===== config.mk =====
export PLATFORM = sky130hd
export DESIGN_NAME = fcde_exec
export DESIGN_NICKNAME = d
export VERILOG_FILES = /design/src/common/fcde_pkg.sv /design/src/design/fcde_exec.sv /design/src/design/fcde_watchdog.sv
export SDC_FILE = /design/constraint.sdc
export NUM_CORES = 1
export LEC_CHECK = 0
export BUFFER_PORTS_ARGS = -buffer_cell sky130_fd_sc_hd__buf_4
export CORE_AREA = 2 2 252 254
export DETAILED_ROUTE_END_ITERATION = 6
export DIE_AREA = 0 0 254 256
export PLACE_DENSITY = 0.67
export SLEW_MARGIN = 20
export SYNTH_ARGS = -nofsm -noshare
export SYNTH_HDL_FRONTEND = slang
export SYNTH_SLANG_ARGS = --single-unit

===== constraint.sdc =====
create_clock -name clk -period 13.6 [get_ports clk]
set_clock_uncertainty 0.15 [all_clocks]
set_input_delay 2.72 -clock clk [delete_from_list [all_inputs] [get_ports clk]]
set_output_delay 2.72 -clock clk [all_outputs]
set_load 0.01 [all_outputs]

===== src/common/fcde_pkg.sv =====
// package for the flag clear and decrement execution block:
// register map, command encodings, field positions and widths.
// assumes a 32-bit apb bus; offsets are byte addresses.
package fcde_pkg;

    // widths of core state
    localparam int DATA_W     = 4;
    localparam int MEM_ADDR_W = 7;
    localparam int MEM_DEPTH  = 128;
    localparam int PC_W       = 11;
    localparam int WDT_W      = 18;
    localparam int KICK_BITS  = 4;
    localparam int SER_W      = 2;
    localparam int IRQ_W      = 4;
    localparam int OFF_W      = 8;

    // register byte offsets
    localparam logic [OFF_W-1:0] REG_CMD      = 8'h00;
    localparam logic [OFF_W-1:0] REG_PC       = 8'h04;
    localparam logic [OFF_W-1:0] REG_CORE     = 8'h08;
    localparam logic [OFF_W-1:0] REG_PORT     = 8'h0c;
    localparam logic [OFF_W-1:0] REG_WDT      = 8'h10;
    localparam logic [OFF_W-1:0] REG_MADDR    = 8'h14;
    localparam logic [OFF_W-1:0] REG_MDATA    = 8'h18;
    localparam logic [OFF_W-1:0] REG_IRQ_STAT = 8'h1c;
    localparam logic [OFF_W-1:0] REG_IRQ_CLR  = 8'h20;
    localparam logic [OFF_W-1:0] REG_IRQ_EN   = 8'h24;

    // command word layout
    localparam int CMD_OP_LSB  = 0;
    localparam int CMD_OP_W    = 4;
    localparam int CMD_ARG_LSB = 8;
    localparam int CMD_ARG_W   = 8;

    // command opcodes
    localparam logic [CMD_OP_W-1:0] OP_CLR_PARAM  = 4'h1;
    localparam logic [CMD_OP_W-1:0] OP_CLR_PORT   = 4'h2;
    localparam logic [CMD_OP_W-1:0] OP_CLR_SERIAL = 4'h3;
    localparam logic [CMD_OP_W-1:0] OP_WDT_KICK   = 4'h4;
    localparam logic [CMD_OP_W-1:0] OP_DEC        = 4'h5;
    localparam logic [CMD_OP_W-1:0] OP_INTERRUPT_DISABLE_OP    = 4'h6;
    localparam logic [CMD_OP_W-1:0] OP_DSKNZ      = 4'h7;
    localparam logic [CMD_OP_W-1:0] OP_EN_INT     = 4'h8;

    // immediate bit that selects the slow watchdog clock
    localparam int PARAM_WDT_SEL_BIT = 3;

    // program counter steps
    localparam logic [PC_W-1:0] PC_STEP = 11'h001;
    localparam logic [PC_W-1:0] PC_SKIP = 11'h002;

    // watchdog prescaler divisors
    localparam int WDT_DIV_SLOW = 1024;
    localparam int WDT_DIV_FAST = 16;

    // core status register fields
    localparam int CORE_ACC_LSB = 0;
    localparam int CORE_CF_BIT  = 4;
    localparam int CORE_ZF_BIT  = 5;
    localparam int CORE_IE_BIT  = 6;
    localparam int CORE_WS_BIT  = 7;

    // port status register fields
    localparam int PORT_CHG_BIT = 0;
    localparam int PORT_SER_LSB = 4;

    // interrupt status bits
    localparam int IRQ_EXEC = 0;
    localparam int IRQ_SKIP = 1;
    localparam int IRQ_BAD  = 2;
    localparam int IRQ_WDT  = 3;

    // reset values
    localparam logic [PC_W-1:0]   RST_PC   = 11'h000;
    localparam logic [DATA_W-1:0] RST_DATA = 4'h0;
    localparam logic [WDT_W-1:0]  RST_WDT  = 18'h00000;

endpackage : fcde_pkg


===== src/design/fcde_exec.sv =====
// execution logic for the flag clear, interrupt and decrement group,
// with its data memory, program counter and an apb register slave.
// assumes an apb master on clk; port_change_pin is asynchronous,
// serial done strobes are one-cycle pulses on clk.
//
// Behaviour
// - param flag clear op with I3 set selects sysclk/1024 watchdog clock
// - port status clear op resets the change detect port change flag
// - serial status clear op resets every serial port status flag
// - watchdog kick clears only the low four watchdog counter bits
// - memory decrement writes mem minus one to mem and accumulator, flags
// - interrupt disable op blocks interrupt acceptance until re-enabled
// - decrement skip op also advances program counter by two if nonzero
// - interrupt enable op restores interrupt acceptance
module fcde_exec
    import fcde_pkg::*;
#(
    parameter int DEPTH    = MEM_DEPTH,
    parameter int DIV_SLOW = WDT_DIV_SLOW,
    parameter int DIV_FAST = WDT_DIV_FAST
) (
    // clock and reset
    input  wire logic              clk,
    input  wire logic              rst,
    // apb slave
    input  wire logic              psel,
    input  wire logic              penable,
    input  wire logic              pwrite,
    input  wire logic [31:0]       paddr,
    input  wire logic [31:0]       pwdata,
    output logic      [31:0]       prdata,
    output logic                   pready,
    output logic                   pslverr,
    // event sources
    input  wire logic              port_change_pin,
    input  wire logic              serial_rx_done,
    input  wire logic              serial_tx_done,
    // core state
    output logic      [DATA_W-1:0] accumulator,
    output logic                   carry_flag,
    output logic                   zero_flag,
    output logic      [PC_W-1:0]   pc,
    output logic                   interrupt_enable,
    output logic                   wdt_slow_sel,
    output logic                   port_change_status,
    output logic      [SER_W-1:0]  serial_port_status,
    output logic      [WDT_W-1:0]  wdt_count,
    // interrupt
    output logic                   irq
);

    // refuse a memory the address field cannot reach
    if (DEPTH < 2 || DEPTH > (1 << MEM_ADDR_W)) begin
        $error("fcde_exec: bad memory depth");
    end

    // byte offset of an apb address
    function automatic logic [OFF_W-1:0] reg_off(input logic [31:0] a);
        return a[OFF_W-1:0];
    endfunction : reg_off

    // true when an offset names a register
    function automatic logic is_mapped(input logic [OFF_W-1:0] o);
        return (o == REG_CMD) || (o == REG_PC) || (o == REG_CORE) ||
               (o == REG_PORT) || (o == REG_WDT) || (o == REG_MADDR) ||
               (o == REG_MDATA) || (o == REG_IRQ_STAT) ||
               (o == REG_IRQ_CLR) || (o == REG_IRQ_EN);
    endfunction : is_mapped

    // known opcode check
    function automatic logic is_known_op(input logic [CMD_OP_W-1:0] op);
        return (op == OP_CLR_PARAM) || (op == OP_CLR_PORT) ||
               (op == OP_CLR_SERIAL) || (op == OP_WDT_KICK) ||
               (op == OP_DEC) || (op == OP_INTERRUPT_DISABLE_OP) ||
               (op == OP_DSKNZ) || (op == OP_EN_INT);
    endfunction : is_known_op

    // state registers
    logic [DATA_W-1:0]     mem_ff [DEPTH];
    logic [DATA_W-1:0]     acc_ff;
    logic                  cf_ff;
    logic                  zf_ff;
    logic [PC_W-1:0]       pc_ff;
    logic                  ie_ff;
    logic                  wsel_ff;
    logic                  chg_ff;
    logic [SER_W-1:0]      ser_ff;
    logic [MEM_ADDR_W-1:0] maddr_ff;
    logic [31:0]           cmd_ff;
    logic [IRQ_W-1:0]      irq_stat_ff;
    logic [IRQ_W-1:0]      irq_en_ff;
    logic [31:0]           rdata_ff;
    logic                  err_ff;
    logic                  sync1_ff;
    logic                  sync2_ff;
    logic                  sync3_ff;
    logic                  lvl_ff;

    // decoded transfer and command
    logic                  wr_access;
    logic [OFF_W-1:0]      off;
    logic                  cmd_wr;
    logic [CMD_OP_W-1:0]   op;
    logic [CMD_ARG_W-1:0]  arg;
    logic [MEM_ADDR_W-1:0] op_addr;
    logic                  op_known;
    logic                  do_dec;
    logic                  do_skip;
    logic [DATA_W-1:0]     mem_rd;
    logic [DATA_W-1:0]     dec_val;
    logic                  dec_cf;
    logic                  wdt_kick;
    logic                  wdt_ovf;
    logic                  port_change;
    logic [IRQ_W-1:0]      irq_set;
    logic [IRQ_W-1:0]      irq_clr;
    logic [31:0]           rd_mux;
    logic [WDT_W-1:0]      wdt_cnt;

    // apb decode; the slave never inserts wait states
    assign off       = reg_off(paddr);
    assign wr_access = psel && penable && pwrite && is_mapped(off);
    assign pready    = 1'b1;
    assign prdata    = rdata_ff;
    assign pslverr   = err_ff && psel && penable;

    // a command write executes one instruction at that edge
    assign cmd_wr   = wr_access && (off == REG_CMD);
    assign op       = pwdata[CMD_OP_LSB +: CMD_OP_W];
    assign arg      = pwdata[CMD_ARG_LSB +: CMD_ARG_W];
    assign op_addr  = arg[MEM_ADDR_W-1:0];
    assign op_known = is_known_op(op);

    // decrement datapath shared by both decrement ops
    assign do_dec  = cmd_wr && ((op == OP_DEC) || (op == OP_DSKNZ));
    assign mem_rd  = mem_ff[op_addr];
    assign {dec_cf, dec_val} = {1'b0, mem_rd} + {1'b0, {DATA_W{1'b1}}};
    assign do_skip = cmd_wr && (op == OP_DSKNZ) &&
                     (dec_val != RST_DATA);
    assign wdt_kick = cmd_wr && (op == OP_WDT_KICK);

    // three-stage synchroniser for the change detect pin
    always_ff @(posedge clk) begin
        if (rst) begin
            sync1_ff <= 1'b0;
            sync2_ff <= 1'b0;
            sync3_ff <= 1'b0;
        end else begin
            sync1_ff <= port_change_pin;
            sync2_ff <= sync1_ff;
            sync3_ff <= sync2_ff;
        end
    end

    // settled pin level; a change counts once stages two and three agree
    always_ff @(posedge clk) begin
        if (rst) begin
            lvl_ff <= 1'b0;
        end else if (sync2_ff == sync3_ff) begin
            lvl_ff <= sync3_ff;
        end
    end

    // a one-cycle glitch never reaches agreement and is dropped
    assign port_change = (sync2_ff == sync3_ff) && (sync3_ff != lvl_ff);

    // data memory: decrement writeback or software write
    always_ff @(posedge clk) begin
        if (do_dec) begin
            mem_ff[op_addr] <= dec_val;
        end else if (wr_access && (off == REG_MDATA)) begin
            mem_ff[maddr_ff] <= pwdata[DATA_W-1:0];
        end
    end

    // software memory pointer
    always_ff @(posedge clk) begin
        if (rst) begin
            maddr_ff <= '0;
        end else if (wr_access && (off == REG_MADDR)) begin
            maddr_ff <= pwdata[MEM_ADDR_W-1:0];
        end
    end

    // accumulator and flags from the decrement ops
    always_ff @(posedge clk) begin
        if (rst) begin
            acc_ff <= RST_DATA;
            cf_ff  <= 1'b0;
            zf_ff  <= 1'b0;
        end else if (do_dec) begin
            acc_ff <= dec_val;
            cf_ff  <= dec_cf;
            zf_ff  <= (dec_val == RST_DATA);
        end
    end

    // program counter: one step, two on a skip
    always_ff @(posedge clk) begin
        if (rst) begin
            pc_ff <= RST_PC;
        end else if (cmd_wr && op_known) begin
            pc_ff <= pc_ff + (do_skip ? PC_SKIP : PC_STEP);
        end else if (wr_access && (off == REG_PC)) begin
            pc_ff <= pwdata[PC_W-1:0];
        end
    end

    // interrupt enable switch
    always_ff @(posedge clk) begin
        if (rst) begin
            ie_ff <= 1'b0;
        end else if (cmd_wr && (op == OP_INTERRUPT_DISABLE_OP)) begin
            ie_ff <= 1'b0;
        end else if (cmd_wr && (op == OP_EN_INT)) begin
            ie_ff <= 1'b1;
        end
    end

    // watchdog clock select taken from immediate bit three
    always_ff @(posedge clk) begin
        if (rst) begin
            wsel_ff <= 1'b0;
        end else if (cmd_wr && (op == OP_CLR_PARAM)) begin
            wsel_ff <= arg[PARAM_WDT_SEL_BIT];
        end
    end

    // change flag; a new change wins over the clear
    always_ff @(posedge clk) begin
        if (rst) begin
            chg_ff <= 1'b0;
        end else if (port_change) begin
            chg_ff <= 1'b1;
        end else if (cmd_wr && (op == OP_CLR_PORT)) begin
            chg_ff <= 1'b0;
        end
    end

    // serial status flags; set wins over the clear
    always_ff @(posedge clk) begin
        if (rst) begin
            ser_ff <= '0;
        end else if (cmd_wr && (op == OP_CLR_SERIAL)) begin
            ser_ff <= {serial_tx_done, serial_rx_done};
        end else begin
            ser_ff <= ser_ff | {serial_tx_done, serial_rx_done};
        end
    end

    // watchdog counter and prescaler
    fcde_watchdog #(
        .CNT_W    (WDT_W),
        .DIV_SLOW (DIV_SLOW),
        .DIV_FAST (DIV_FAST)
    ) u_wdt (
        .clk      (clk),
        .rst      (rst),
        .slow_sel (wsel_ff),
        .kick     (wdt_kick),
        .count    (wdt_cnt),
        .overflow (wdt_ovf)
    );

    // last command word for readback
    always_ff @(posedge clk) begin
        if (rst) begin
            cmd_ff <= '0;
        end else if (cmd_wr) begin
            cmd_ff <= pwdata;
        end
    end

    // interrupt events and software clears
    assign irq_set = {wdt_ovf,
                      cmd_wr && !op_known,
                      do_skip,
                      cmd_wr && op_known};
    assign irq_clr = (wr_access && (off == REG_IRQ_CLR)) ?
                     pwdata[IRQ_W-1:0] : '0;

    // sticky status; a set wins over a clear
    always_ff @(posedge clk) begin
        if (rst) begin
            irq_stat_ff <= '0;
        end else begin
            irq_stat_ff <= (irq_stat_ff & ~irq_clr) | irq_set;
        end
    end

    // interrupt mask
    always_ff @(posedge clk) begin
        if (rst) begin
            irq_en_ff <= '0;
        end else if (wr_access && (off == REG_IRQ_EN)) begin
            irq_en_ff <= pwdata[IRQ_W-1:0];
        end
    end

    // read mux for the register file
    always_comb begin
        rd_mux = '0;
        case (off)
            REG_CMD:      rd_mux = cmd_ff;
            REG_PC:       rd_mux[PC_W-1:0] = pc_ff;
            REG_CORE: begin
                rd_mux[CORE_ACC_LSB +: DATA_W] = acc_ff;
                rd_mux[CORE_CF_BIT] = cf_ff;
                rd_mux[CORE_ZF_BIT] = zf_ff;
                rd_mux[CORE_IE_BIT] = ie_ff;
                rd_mux[CORE_WS_BIT] = wsel_ff;
            end
            REG_PORT: begin
                rd_mux[PORT_CHG_BIT] = chg_ff;
                rd_mux[PORT_SER_LSB +: SER_W] = ser_ff;
            end
            REG_WDT:      rd_mux[WDT_W-1:0] = wdt_cnt;
            REG_MADDR:    rd_mux[MEM_ADDR_W-1:0] = maddr_ff;
            REG_MDATA:    rd_mux[DATA_W-1:0] = mem_ff[maddr_ff];
            REG_IRQ_STAT: rd_mux[IRQ_W-1:0] = irq_stat_ff;
            REG_IRQ_EN:   rd_mux[IRQ_W-1:0] = irq_en_ff;
            default:      rd_mux = '0;
        endcase
    end

    // read data and error captured in the setup cycle
    always_ff @(posedge clk) begin
        if (rst) begin
            rdata_ff <= '0;
            err_ff   <= 1'b0;
        end else if (psel && !penable) begin
            rdata_ff <= pwrite ? '0 : rd_mux;
            err_ff   <= !is_mapped(off);
        end
    end

    // interrupt only while accepted by the enable switch
    assign irq = ie_ff && (|(irq_stat_ff & irq_en_ff));

    // state outputs
    assign accumulator        = acc_ff;
    assign carry_flag         = cf_ff;
    assign zero_flag          = zf_ff;
    assign pc                 = pc_ff;
    assign interrupt_enable   = ie_ff;
    assign wdt_slow_sel       = wsel_ff;
    assign port_change_status = chg_ff;
    assign serial_port_status = ser_ff;
    assign wdt_count          = wdt_cnt;

endmodule : fcde_exec


===== src/design/fcde_watchdog.sv =====
// watchdog counter with selectable prescaler and low-nibble kick.
// assumes kick is a one-cycle pulse from the same clock domain.
module fcde_watchdog
    import fcde_pkg::*;
#(
    parameter int CNT_W    = WDT_W,
    parameter int DIV_SLOW = WDT_DIV_SLOW,
    parameter int DIV_FAST = WDT_DIV_FAST
) (
    // clock and reset
    input  wire logic             clk,
    input  wire logic             rst,
    // control
    input  wire logic             slow_sel,
    input  wire logic             kick,
    // state
    output logic      [CNT_W-1:0] count,
    output logic                  overflow
);

    localparam int PRE_W = $clog2(DIV_SLOW);
    localparam logic [PRE_W-1:0] PRE_SLOW_END = PRE_W'(DIV_SLOW - 1);
    localparam logic [PRE_W-1:0] PRE_FAST_END = PRE_W'(DIV_FAST - 1);

    // refuse shapes the logic cannot serve
    if (CNT_W <= KICK_BITS || DIV_FAST < 2 || DIV_FAST > DIV_SLOW) begin
        $error("fcde_watchdog: bad width or divisor");
    end

    logic [PRE_W-1:0] pre_ff;
    logic [CNT_W-1:0] cnt_ff;
    logic             ovf_ff;
    logic             tick;
    logic [PRE_W-1:0] pre_end;

    // divisor chosen by the parameter flag
    assign pre_end = slow_sel ? PRE_SLOW_END : PRE_FAST_END;
    assign tick    = (pre_ff >= pre_end);

    // prescaler from the system clock
    always_ff @(posedge clk) begin
        if (rst || tick) begin
            pre_ff <= '0;
        end else begin
            pre_ff <= pre_ff + 1'b1;
        end
    end

    // counter; a kick clears only the low bits
    always_ff @(posedge clk) begin
        if (rst) begin
            cnt_ff <= '0;
        end else if (kick) begin
            cnt_ff <= {cnt_ff[CNT_W-1:KICK_BITS], KICK_BITS'(0)};
        end else if (tick) begin
            cnt_ff <= cnt_ff + 1'b1;
        end
    end

    // overflow pulse when the full count wraps
    always_ff @(posedge clk) begin
        if (rst) begin
            ovf_ff <= 1'b0;
        end else begin
            ovf_ff <= tick && !kick && (&cnt_ff);
        end
    end

    assign count    = cnt_ff;
    assign overflow = ovf_ff;

endmodule : fcde_watchdog


Word level (Yosys, flattened, before mapping)
Memories as Yosys holds them, arrays and structs flattened. A register that Yosys moved wholly into a read port is not among the register bits.
Cells that the tools add are included.
{ "totals": {"mem_bits_rw": 512, "memories": 1, "latchBits": 0, "in_bits": 72, "wordCells": 140, "output_inout_bits": 75, "regBits": 135, "romBits": 0} }
{ "mem_list": {"columns": ["memory", "words", "width", "read_ports", "rd_clocked_by_memory_dff", "write_ports", "line", "rtl"], "rows": [
  ["mem_ff", 128, 4, 2, 1, 1, "fcde_exec.sv:79", "logic [DATA_W-1:0] mem_ff [DEPTH];"]
]} }
{ "op_classes": {"order_cmp": 1, "eq_ne": 19, "n_div": 0, "reduce_logical": 60, "n_shift": 0, "n_bitwise": 6, "addsub": 4, "multipliers": 0, "mux": 27} }
{ "ops": {"columns": ["cell", "count"], "rows": [
  ["$eq A8 B5 Y1 const B", 4],
  ["$mux W32", 1],
  ["$logic_and A1 B1 Y1", 27],
  ["$pmux W3 S8", 1],
  ["$mux W11", 2],
  ["$mux W7", 3],
  ["$add A18 B1 Y18 const B", 1],
  ["$logic_or A1 B1 Y1", 18],
  ["$reduce_and A18 Y1", 1],
  ["$eq A4 B3 Y1 const B", 4],
  ["$eq A8 B4 Y1 const B", 2],
  ["$eq A8 B6 Y1 const B", 2],
  ["$mux W14", 1],
  ["$pmux W7 S2", 1],
  ["$pmux W2 S6", 1],
  ["$add A11 B2 Y11", 1],
  ["$add A10 B1 Y10 const B", 1],
  ["$ge A10 B10 Y1", 1],
  ["$mux W10", 1],
  ["$pmux W1 S9", 1],
  ["$pmux W3 S3", 1],
  ["$and A4 B4 Y4", 2],
  ["$eq A4 B2 Y1 const B", 2],
  ["$eq A8 B3 Y1 const B", 1],
  ["22 further kinds", 37]
]} }

Depth between registers and ports, before layout
Gate-level depths: netlist (run 1).
{ "depth": {"ltp_word": 17, "ltp_mapped": 23, "mapped_depth_nobuf": 18} }

Modules after synthesis
From an unflattened synthesis (run 1), not the netlist that was laid out.
{ "hier_totals": {"hier_cells": 2041, "hier_area_um2": 30928.4} }
{ "by_module_without_submodules": {"columns": ["mod", "n_inst", "seq_area_each_um2", "cells_per_inst", "area_each_um2"], "rows": [
  ["fcde_exec", 1, 17636.9, 1873, 29450.7],
  ["fcde_watchdog", 1, 580.6, 168, 1477.7]
]} }

Worst setup path after synthesis (run 1)
OpenSTA, ideal clock, no wires.
{ "synth_path": {"path_kind": "input-to-reg", "startpoint": "in pwdata[10]", "endpoint": "mem mem_ff[0][3] (data pin)", "path_slack_ps": 2243, "t_required_ps": 12253, "path_stages": 11, "arrival_ps": 10010, "path_cell_list": "buf_2 buf_2 buf_2 buf_2 buf_2 mux4_2 mux2i_1 nor2_1 nor4_4 xor2_2 o21ai_0"} }
{ "synth_via": {"elab_chain_len": 3} }
{ "synth_rtl": {"columns": ["element", "line", "rtl"], "rows": [
  ["start: declaration", "fcde_exec.sv:30", "input wire logic [31:0] pwdata,"],
  ["$mem_v2 Z128 W4", null, null],
  ["$add A4 B4 Y5", "fcde_exec.sv:137", "assign {dec_cf, dec_val} = {1'b0, mem_rd} + {1'b0, {DATA_W{1'b1}}};"],
  ["$mux W4 (no line)", null, null],
  ["end: declaration", "fcde_exec.sv:79", null]
]} }
No other way between the ends.

Worst setup path after layout (run 1)
{ "layout_path": {"startpoint": "in pwdata[8]", "endpoint": "mem mem_ff[111][3] (data pin)"} }
Same word-level chain as after synthesis.

==> results.md, run 1 <==
* Total gr overflow at 0
* Core area at 0.06239 mm²
* Failing checks: DRC
* Clock insertion delay at the later pin of the skew report at 630 ps
* Worst slew pin tran at 1209 ps
* Commonest non-fill, non-tap cells in the layout: edfxtp_1, mux4_2, nor2_1
* Arrival @ worst endpoint at 8600 ps
* Post-synthesis async set-or-reset flop share at 0
* Drt pass-1 iters at 7
* Register-to-register setup slack at 8320 ps
* CP Class: primary input to register
* # setup viols final at 0
* Crit path from: pwdata[8]
* CP Cell Sequence: buf_6, buf_4, nor2b_1, a211o_1, o31ai_1, a311oi_1, a32oi_2, a2111oi_4, xor2_2, o21ai_4, buf_4
* CP max stage cell: nor2b_1
* # H-tree levels at 3
* Total CTS buffers at 71
* Mapped Cells at 2020
* GRT met3 Usage at 0.05349
* CP peak stage delay at 840 ps
* Post-synthesis sequential area ratio at 0.5890
* Post-DP HPWL at 56320 µm
* Post-CTS Hold Buffers at 0
* FF/Latch Area at 0.01823 mm²
* Critical Path Stages at 11
* R2r endpoint: mem_ff[111][3]
* FF+latch count, synth at 654
* Yosys warns at 0
* DRC Markers at 2
* Vias in the first global route at 19570
* Peak VDD IR at 0.09634 mV
* Critical-path maximum fanout at 92
* Cell area after synthesis at 0.03093 mm²
* Hold slack at 303.2 ps
* Rel. slew slack at 0.1943
* Placer Congestion at 0.9101
* Largest net degree at the start of global routing at 105
* Initial antenna violation count at 1
* Critical Path End Type: register
* Final setup TNS at 0 ps
* Worst Setup EP: mem_ff[111][3]
* RR Startpoint: mem_ff[59][0]
* Crit start category: primary input
* Chip height at 256 µm
* Final antenna-violating net count at 0
* # IOs at 147
* HP Class: register to register
* Vias/cell at 6.607
* Syn_nets at 2105
* Library cells used by synthesis at 67
* Area grow syn2layout at 12.14%
* Global route hottest layer: met2
* Share of post-route cells with drive strength above 1 at 0.2636
* CTS resizes at 0
* Maximum clock insertion buffer count at 3
* Most common cell after layout, fill and taps aside: edfxtp_1
* Met1 usage at 0.3673
* Cell row count at 92
* WL/cell at 28.73 µm
* Buf+Inv Stages, Crit Path at 3
* Met2 Resource Use GR at 0.4162
* I/O Buffers at 121
* Req. time, crit path at 13720 ps
* Status: complete, but fails checks
* Mean Syn Cell Area at 15.31 µm²
* Worst-case reg-to-reg path depth at 9
* # fillers at 4917
* Horiz. Die Dim at 254 µm
* Die area at 0.06502 mm²
* Clk root buf: clkbuf_16
* Hold Vio Cnt, Final at 0
* # nets final at 2175
* Max-slew violation count at 0
* Clock-pin slew on the worst setup and hold paths at 60 ps
* Final min period at 8486 ps
* Area of the multi-input gates at 0.01202 mm²
* Max-cap viol count at 0
* Setup bufs post-CTS at 0
* Clk sinks at 654
* Cell Pwr Density at 127.8 mW/mm²
* Number of enable flip-flop cells after synthesis at 512
* Worst path top cell family by delay: compound AO/OA/AOI/OAI gates
* Hold-critical path depth at 1
* All-layer global routing usage at 0.2653
* Initial Util at 0.4957
* Final WL at 85870 µm
* Most used flip-flop cell after synthesis: edfxtp_1
* Most frequent CP cell: buf_4
* CTS tree: built
* Number of diodes at 0
* RSZ-0062 raised after global routing: no
* Initial drt markers at 2644
* Final period utilization at 0.6240
* DR vias at 19750
* Peak Freq at 117.8 MHz
* Static leakage at 0.01081 µW
* First-pass GRT wire length at 127000 µm
==> Yosys cell counts (4+ instances only) <==
| library cell | instances | area share |
|---|---|---|
| a211oi_1 | 18 | 0.0044 |
| a21o_1 | 12 | 0.0029 |
| a21oi_1 | 74 | 0.012 |
| a221oi_1 | 12 | 0.0034 |
| a222oi_1 | 11 | 0.0036 |
| a22oi_1 | 41 | 0.010 |
| a31oi_1 | 8 | 0.0016 |
| and3_1 | 12 | 0.0024 |
| buf_1 | 16 | 0.0019 |
| buf_2 | 29 | 0.0047 |
| buf_4 | 12 | 0.0029 |
| buf_6 | 10 | 0.0036 |
| clkbuf_1 | 81 | 0.0098 |
| dfxtp_1 | 142 | 0.092 |
| edfxtp_1 | 512 | 0.50 |
| ha_1 | 12 | 0.0049 |
| inv_1 | 12 | 0.0015 |
| mux2_2 | 24 | 0.0087 |
| mux2i_1 | 66 | 0.021 |
| mux4_1 | 13 | 0.011 |
| mux4_2 | 272 | 0.20 |
| nand2_1 | 127 | 0.015 |
| nand2b_1 | 17 | 0.0034 |
| nand3_1 | 26 | 0.0042 |
| nand3b_1 | 8 | 0.0019 |
| nand4_1 | 9 | 0.0018 |
| nor2_1 | 246 | 0.030 |
| nor2b_1 | 18 | 0.0036 |
| nor3_1 | 21 | 0.0034 |
| nor3b_1 | 8 | 0.0019 |
| nor4_1 | 10 | 0.0020 |
| o211ai_1 | 4 | 0.00097 |
| o21ai_0 | 34 | 0.0055 |
| o22ai_1 | 15 | 0.0030 |
| o31ai_1 | 10 | 0.0024 |
| or2_2 | 5 | 0.0010 |
| or3_1 | 10 | 0.0020 |
| or4_1 | 12 | 0.0029 |
| xnor2_1 | 6 | 0.0017 |
| xor2_1 | 5 | 0.0014 |
==> sequential cells by signal (all words and copies together), names as in the netlist, 2 cells and up, named ones only <==
signal	cells
cmd_ff	32
pc	11
accumulator	4
irq_stat_ff	4
u_wdt.count	18
u_wdt.pre_ff	10
prdata	32
mem_ff	512
serial_port_status	2
maddr_ff	7
irq_en_ff	4
==> metal layers <==
| layer | wire length (µm) | up-vias |
|---|---|---|
| li1 | - | 8308 |
| met3 | 7935 | 206 |
| met2 | 40550 | 1096 |
| met4 | 3364 | 2 |
| met1 | 34010 | 10140 |
| met5 | 17 | - |
==> kinds of logic (layout without fill, tap and decap cells) <==
| family | after synthesis | in the layout | share of synthesized area |
|---|---|---|---|
| other | 1 | 1 | 0.0001212 |
| xor gates and xnor gates | 12 | 12 | 0.003641 |
| adders and majority gates | 13 | 13 | 0.005502 |
| AOI/OAI and AO/OA | 269 | 269 | 0.05959 |
| buffers and inverters | 161 | 284 | 0.02496 |
| DFF | 654 | 654 | 0.5890 |
| muxes | 375 | 375 | 0.2392 |
| and+or+nand+nor | 535 | 535 | 0.07799 |
==> where the power goes <==
part	switching (µW)	total (µW)	internal, µW
sequential	1.33	2260	2260
clock	792	1860	1070
combinational	230	307	77.6
total	1020	4430	3410
==> worst min-delay path by stage <==
stage	startpoint	slack, ps	endpoint
4_1_cts	sync1_ff	310	sync2_ff
2_1_floorplan	u_wdt.overflow	260	irq_stat_ff[3]
3_5_place_dp	sync1_ff	300	sync2_ff
6_report	sync1_ff	300	sync2_ff
3_3_place_gp	sync1_ff	270	sync2_ff
5_1_grt	sync1_ff	310	sync2_ff
==> final cells by class <==
cell class                      count  share of cell area
Clock buffer                       89             0.05469
Clock inverter                     37            0.009235
Inverter                           12            0.001299
Multi-Input combinational cell   1205              0.3466
Sequential cell                   654              0.5255
Tap cell                          846             0.03052
Timing Repair Buffer              146             0.03218
==> stage by stage <==
stage / instances / area [µm²] / setup WS, ps / total power (µW) / util
2_1_floorplan: 2020 / 30930 / 2243 / 2515 / -
3_3_place_gp: 2863 / 32450 / 4636 / 2601 / 0.5201
3_5_place_dp: 2863 / 32450 / 4534 / 2614 / 0.5201
4_1_cts: 2989 / 34660 / 5185 / 4447 / 0.5556
5_1_grt: 2989 / 34680 / 4832 / 4545 / 0.5559
6_report: 2989 / 34680 / 5114 / 4431 / 0.5559
Note: power is estimated with default switching activity, not from simulation.
==> inputs of run 2 (changes only) <==
==> constraint.sdc (replaced) <==
create_clock -name clk -period 8.7 [get_ports clk]
set_clock_uncertainty 0.15 [all_clocks]
set_input_delay 1.74 -clock clk [delete_from_list [all_inputs] [get_ports clk]]
set_output_delay 1.74 -clock clk [all_outputs]
set_load 0.01 [all_outputs]
==> run 2 against run 1 <==
Compared with the run above: the run now ends clean; global-route usage grew 0.38 points; sequential share of layout area down 0.24 points; combinational power up 64%; critical endpoint is now pc[8]; largest power group unchanged.
==> results.md, run 2 (synthesis gave the netlist of run 1 again) <==
* Hold Crit Start: sync1_ff
* Worst slew pin tran at 1229 ps
* Initial drt markers at 2700
* Peak VDD IR at 0.1837 mV
* # H-tree levels at 3
* Rel. slew slack at 0.1803
* Max-cap viol count at 0
* Maximum clock insertion buffer count at 3
* Vias in the first global route at 19690
* Fin cells at 2994
* WL/cell at 28.95 µm
* RR Startpoint: mem_ff[59][0]
* # setup viols final at 0
* Placer Congestion at 0.9073
* Final antenna-violating net count at 0
* Die area at 0.06502 mm²
* Hold Vio Cnt, Final at 0
* Hold-critical path depth at 1
* Static leakage at 0.01091 µW
* HP Class: register to register
* R2r endpoint: pc[8]
* Max-slew violation count at 0
* Share of post-route cells with drive strength above 1 at 0.2677
* DR vias at 19740
* Register-to-register setup slack at 3580 ps
* Final period utilization at 0.8040
* DRC Markers at 0
* Chip height at 256 µm
* Req. time, crit path at 9040 ps
* Cell Pwr Density at 199.6 mW/mm²
* Horiz. Die Dim at 254 µm
* Crit start category: primary input
* CP Class: primary input to register
* Status: complete, no violations
* Clock-pin slew on the worst setup and hold paths at 60 ps
* Final setup TNS at 0 ps
* All-layer global routing usage at 0.2691
* RSZ-0062 raised after global routing: no
* Hold Crit Endpoint: sync2_ff
* Clk root buf: clkbuf_16
* Initial antenna violation count at 0
* Commonest non-fill, non-tap cells in the layout: edfxtp_1, mux4_2, nor2_1
* Vias/cell at 6.592
* Critical Path End Type: register
* Post-CTS Hold Buffers at 0
* Largest reg by FF count: mem_ff
* Peak Freq at 143.0 MHz
* Area grow syn2layout at 12.65%
* Most common cell after layout, fill and taps aside: edfxtp_1
* Placed Cells incl. Taps at 2871
* Drt pass-1 iters at 6
* Critical-path maximum fanout at 65
* Number of diodes at 0
* Final min period at 6994 ps
* I/O Buffers at 121
* Clock insertion delay at the later pin of the skew report at 630 ps
* Total CTS buffers at 72
* Setup bufs post-CTS at 0
* Max reg flops at 512
* Initial Util at 0.4957
* First-pass GRT wire length at 129000 µm
* # nets final at 2184
* # IOs at 147
* Core area at 0.06239 mm²
* Final WL at 86670 µm
* CTS tree: built
* Clk sinks at 654
* Post-DP HPWL at 56580 µm
* Cell row count at 92
* Final Util at 0.5585
* CTS resizes at 0
* Arrival @ worst endpoint at 7340 ps
* Total gr overflow at 0
* Largest net degree at the start of global routing at 129
* Worst-case reg-to-reg path depth at 16
==> run 2: area by class of cell <==
cell class                 count  area (µm²)
tap                          846        1059
clock buffer                  88        1914
timing repair buffer         154        1289
multi-input combinational   1205       12020
inverter                      12       45.04
fill                        4934       27550
sequential                   654       18230
clock inverter                35       289.0
==> run 2: worst max path at each step <==
stage,start,end,slack [ps],cells past startpoint
after detailed placement,pwdata[8],pc[8],1230,17
after global placement,pwdata[8],pc[8],1330,17
after global routing,pwdata[8],pc[8],1460,17
final,pwdata[8],pc[8],1710,17
after floorplan,pwdata[10],mem_ff[0][2],260,12
after CTS,pwdata[8],pc[8],1860,17
==> run 2: layer usage <==
metal  wire length, µm  part of all wire  up-vias  global-route usage
met2             41410              0.48     1108              0.4262
met5                 0                 0        -                   0
met4              3055             0.035        0             0.08856
li1                  -                 -     8305                   -
met3              7929             0.091      193             0.05502
met1             34280              0.40    10130              0.3746
==> run 2: through the flow <==
| stage | worst slack [ps] | area (µm²) | total power [µW] | hold WS (ps) |
|---|---|---|---|---|
| finish | 1706 | 34840 | 6956 | 303.8 |
| global route | 1462 | 34840 | 7134 | 305.6 |
| CTS | 1864 | 34820 | 6980 | 304.2 |
| detailed placement | 1233 | 32620 | 4103 | 296.5 |
| global placement | 1328 | 32620 | 4082 | 276.3 |
| floorplan | 263.7 | 30930 | 3920 | 263.0 |
==> run 2: power by group <==
group	leakage, µW	switching (µW)	internal (µW)
Clock	0.00109	1240	1680
Sequential	0.00574	1.98	3530
Combinational	0.00408	366	137
==> run 2: critical path, stage by stage <==
cell,delay (ps)
buf_6,670
nand2_1,640
o22ai_1,340
nor3_1,80
a311o_1,410
a221oi_2,590
a21oi_1,140
ha_1,250
xnor2_1,530
a31oi_1,260
fa_1,450
and3_1,230
and3_1,200
and3_1,200
nor3b_1,140
a221oi_1,280
nor2_1,70
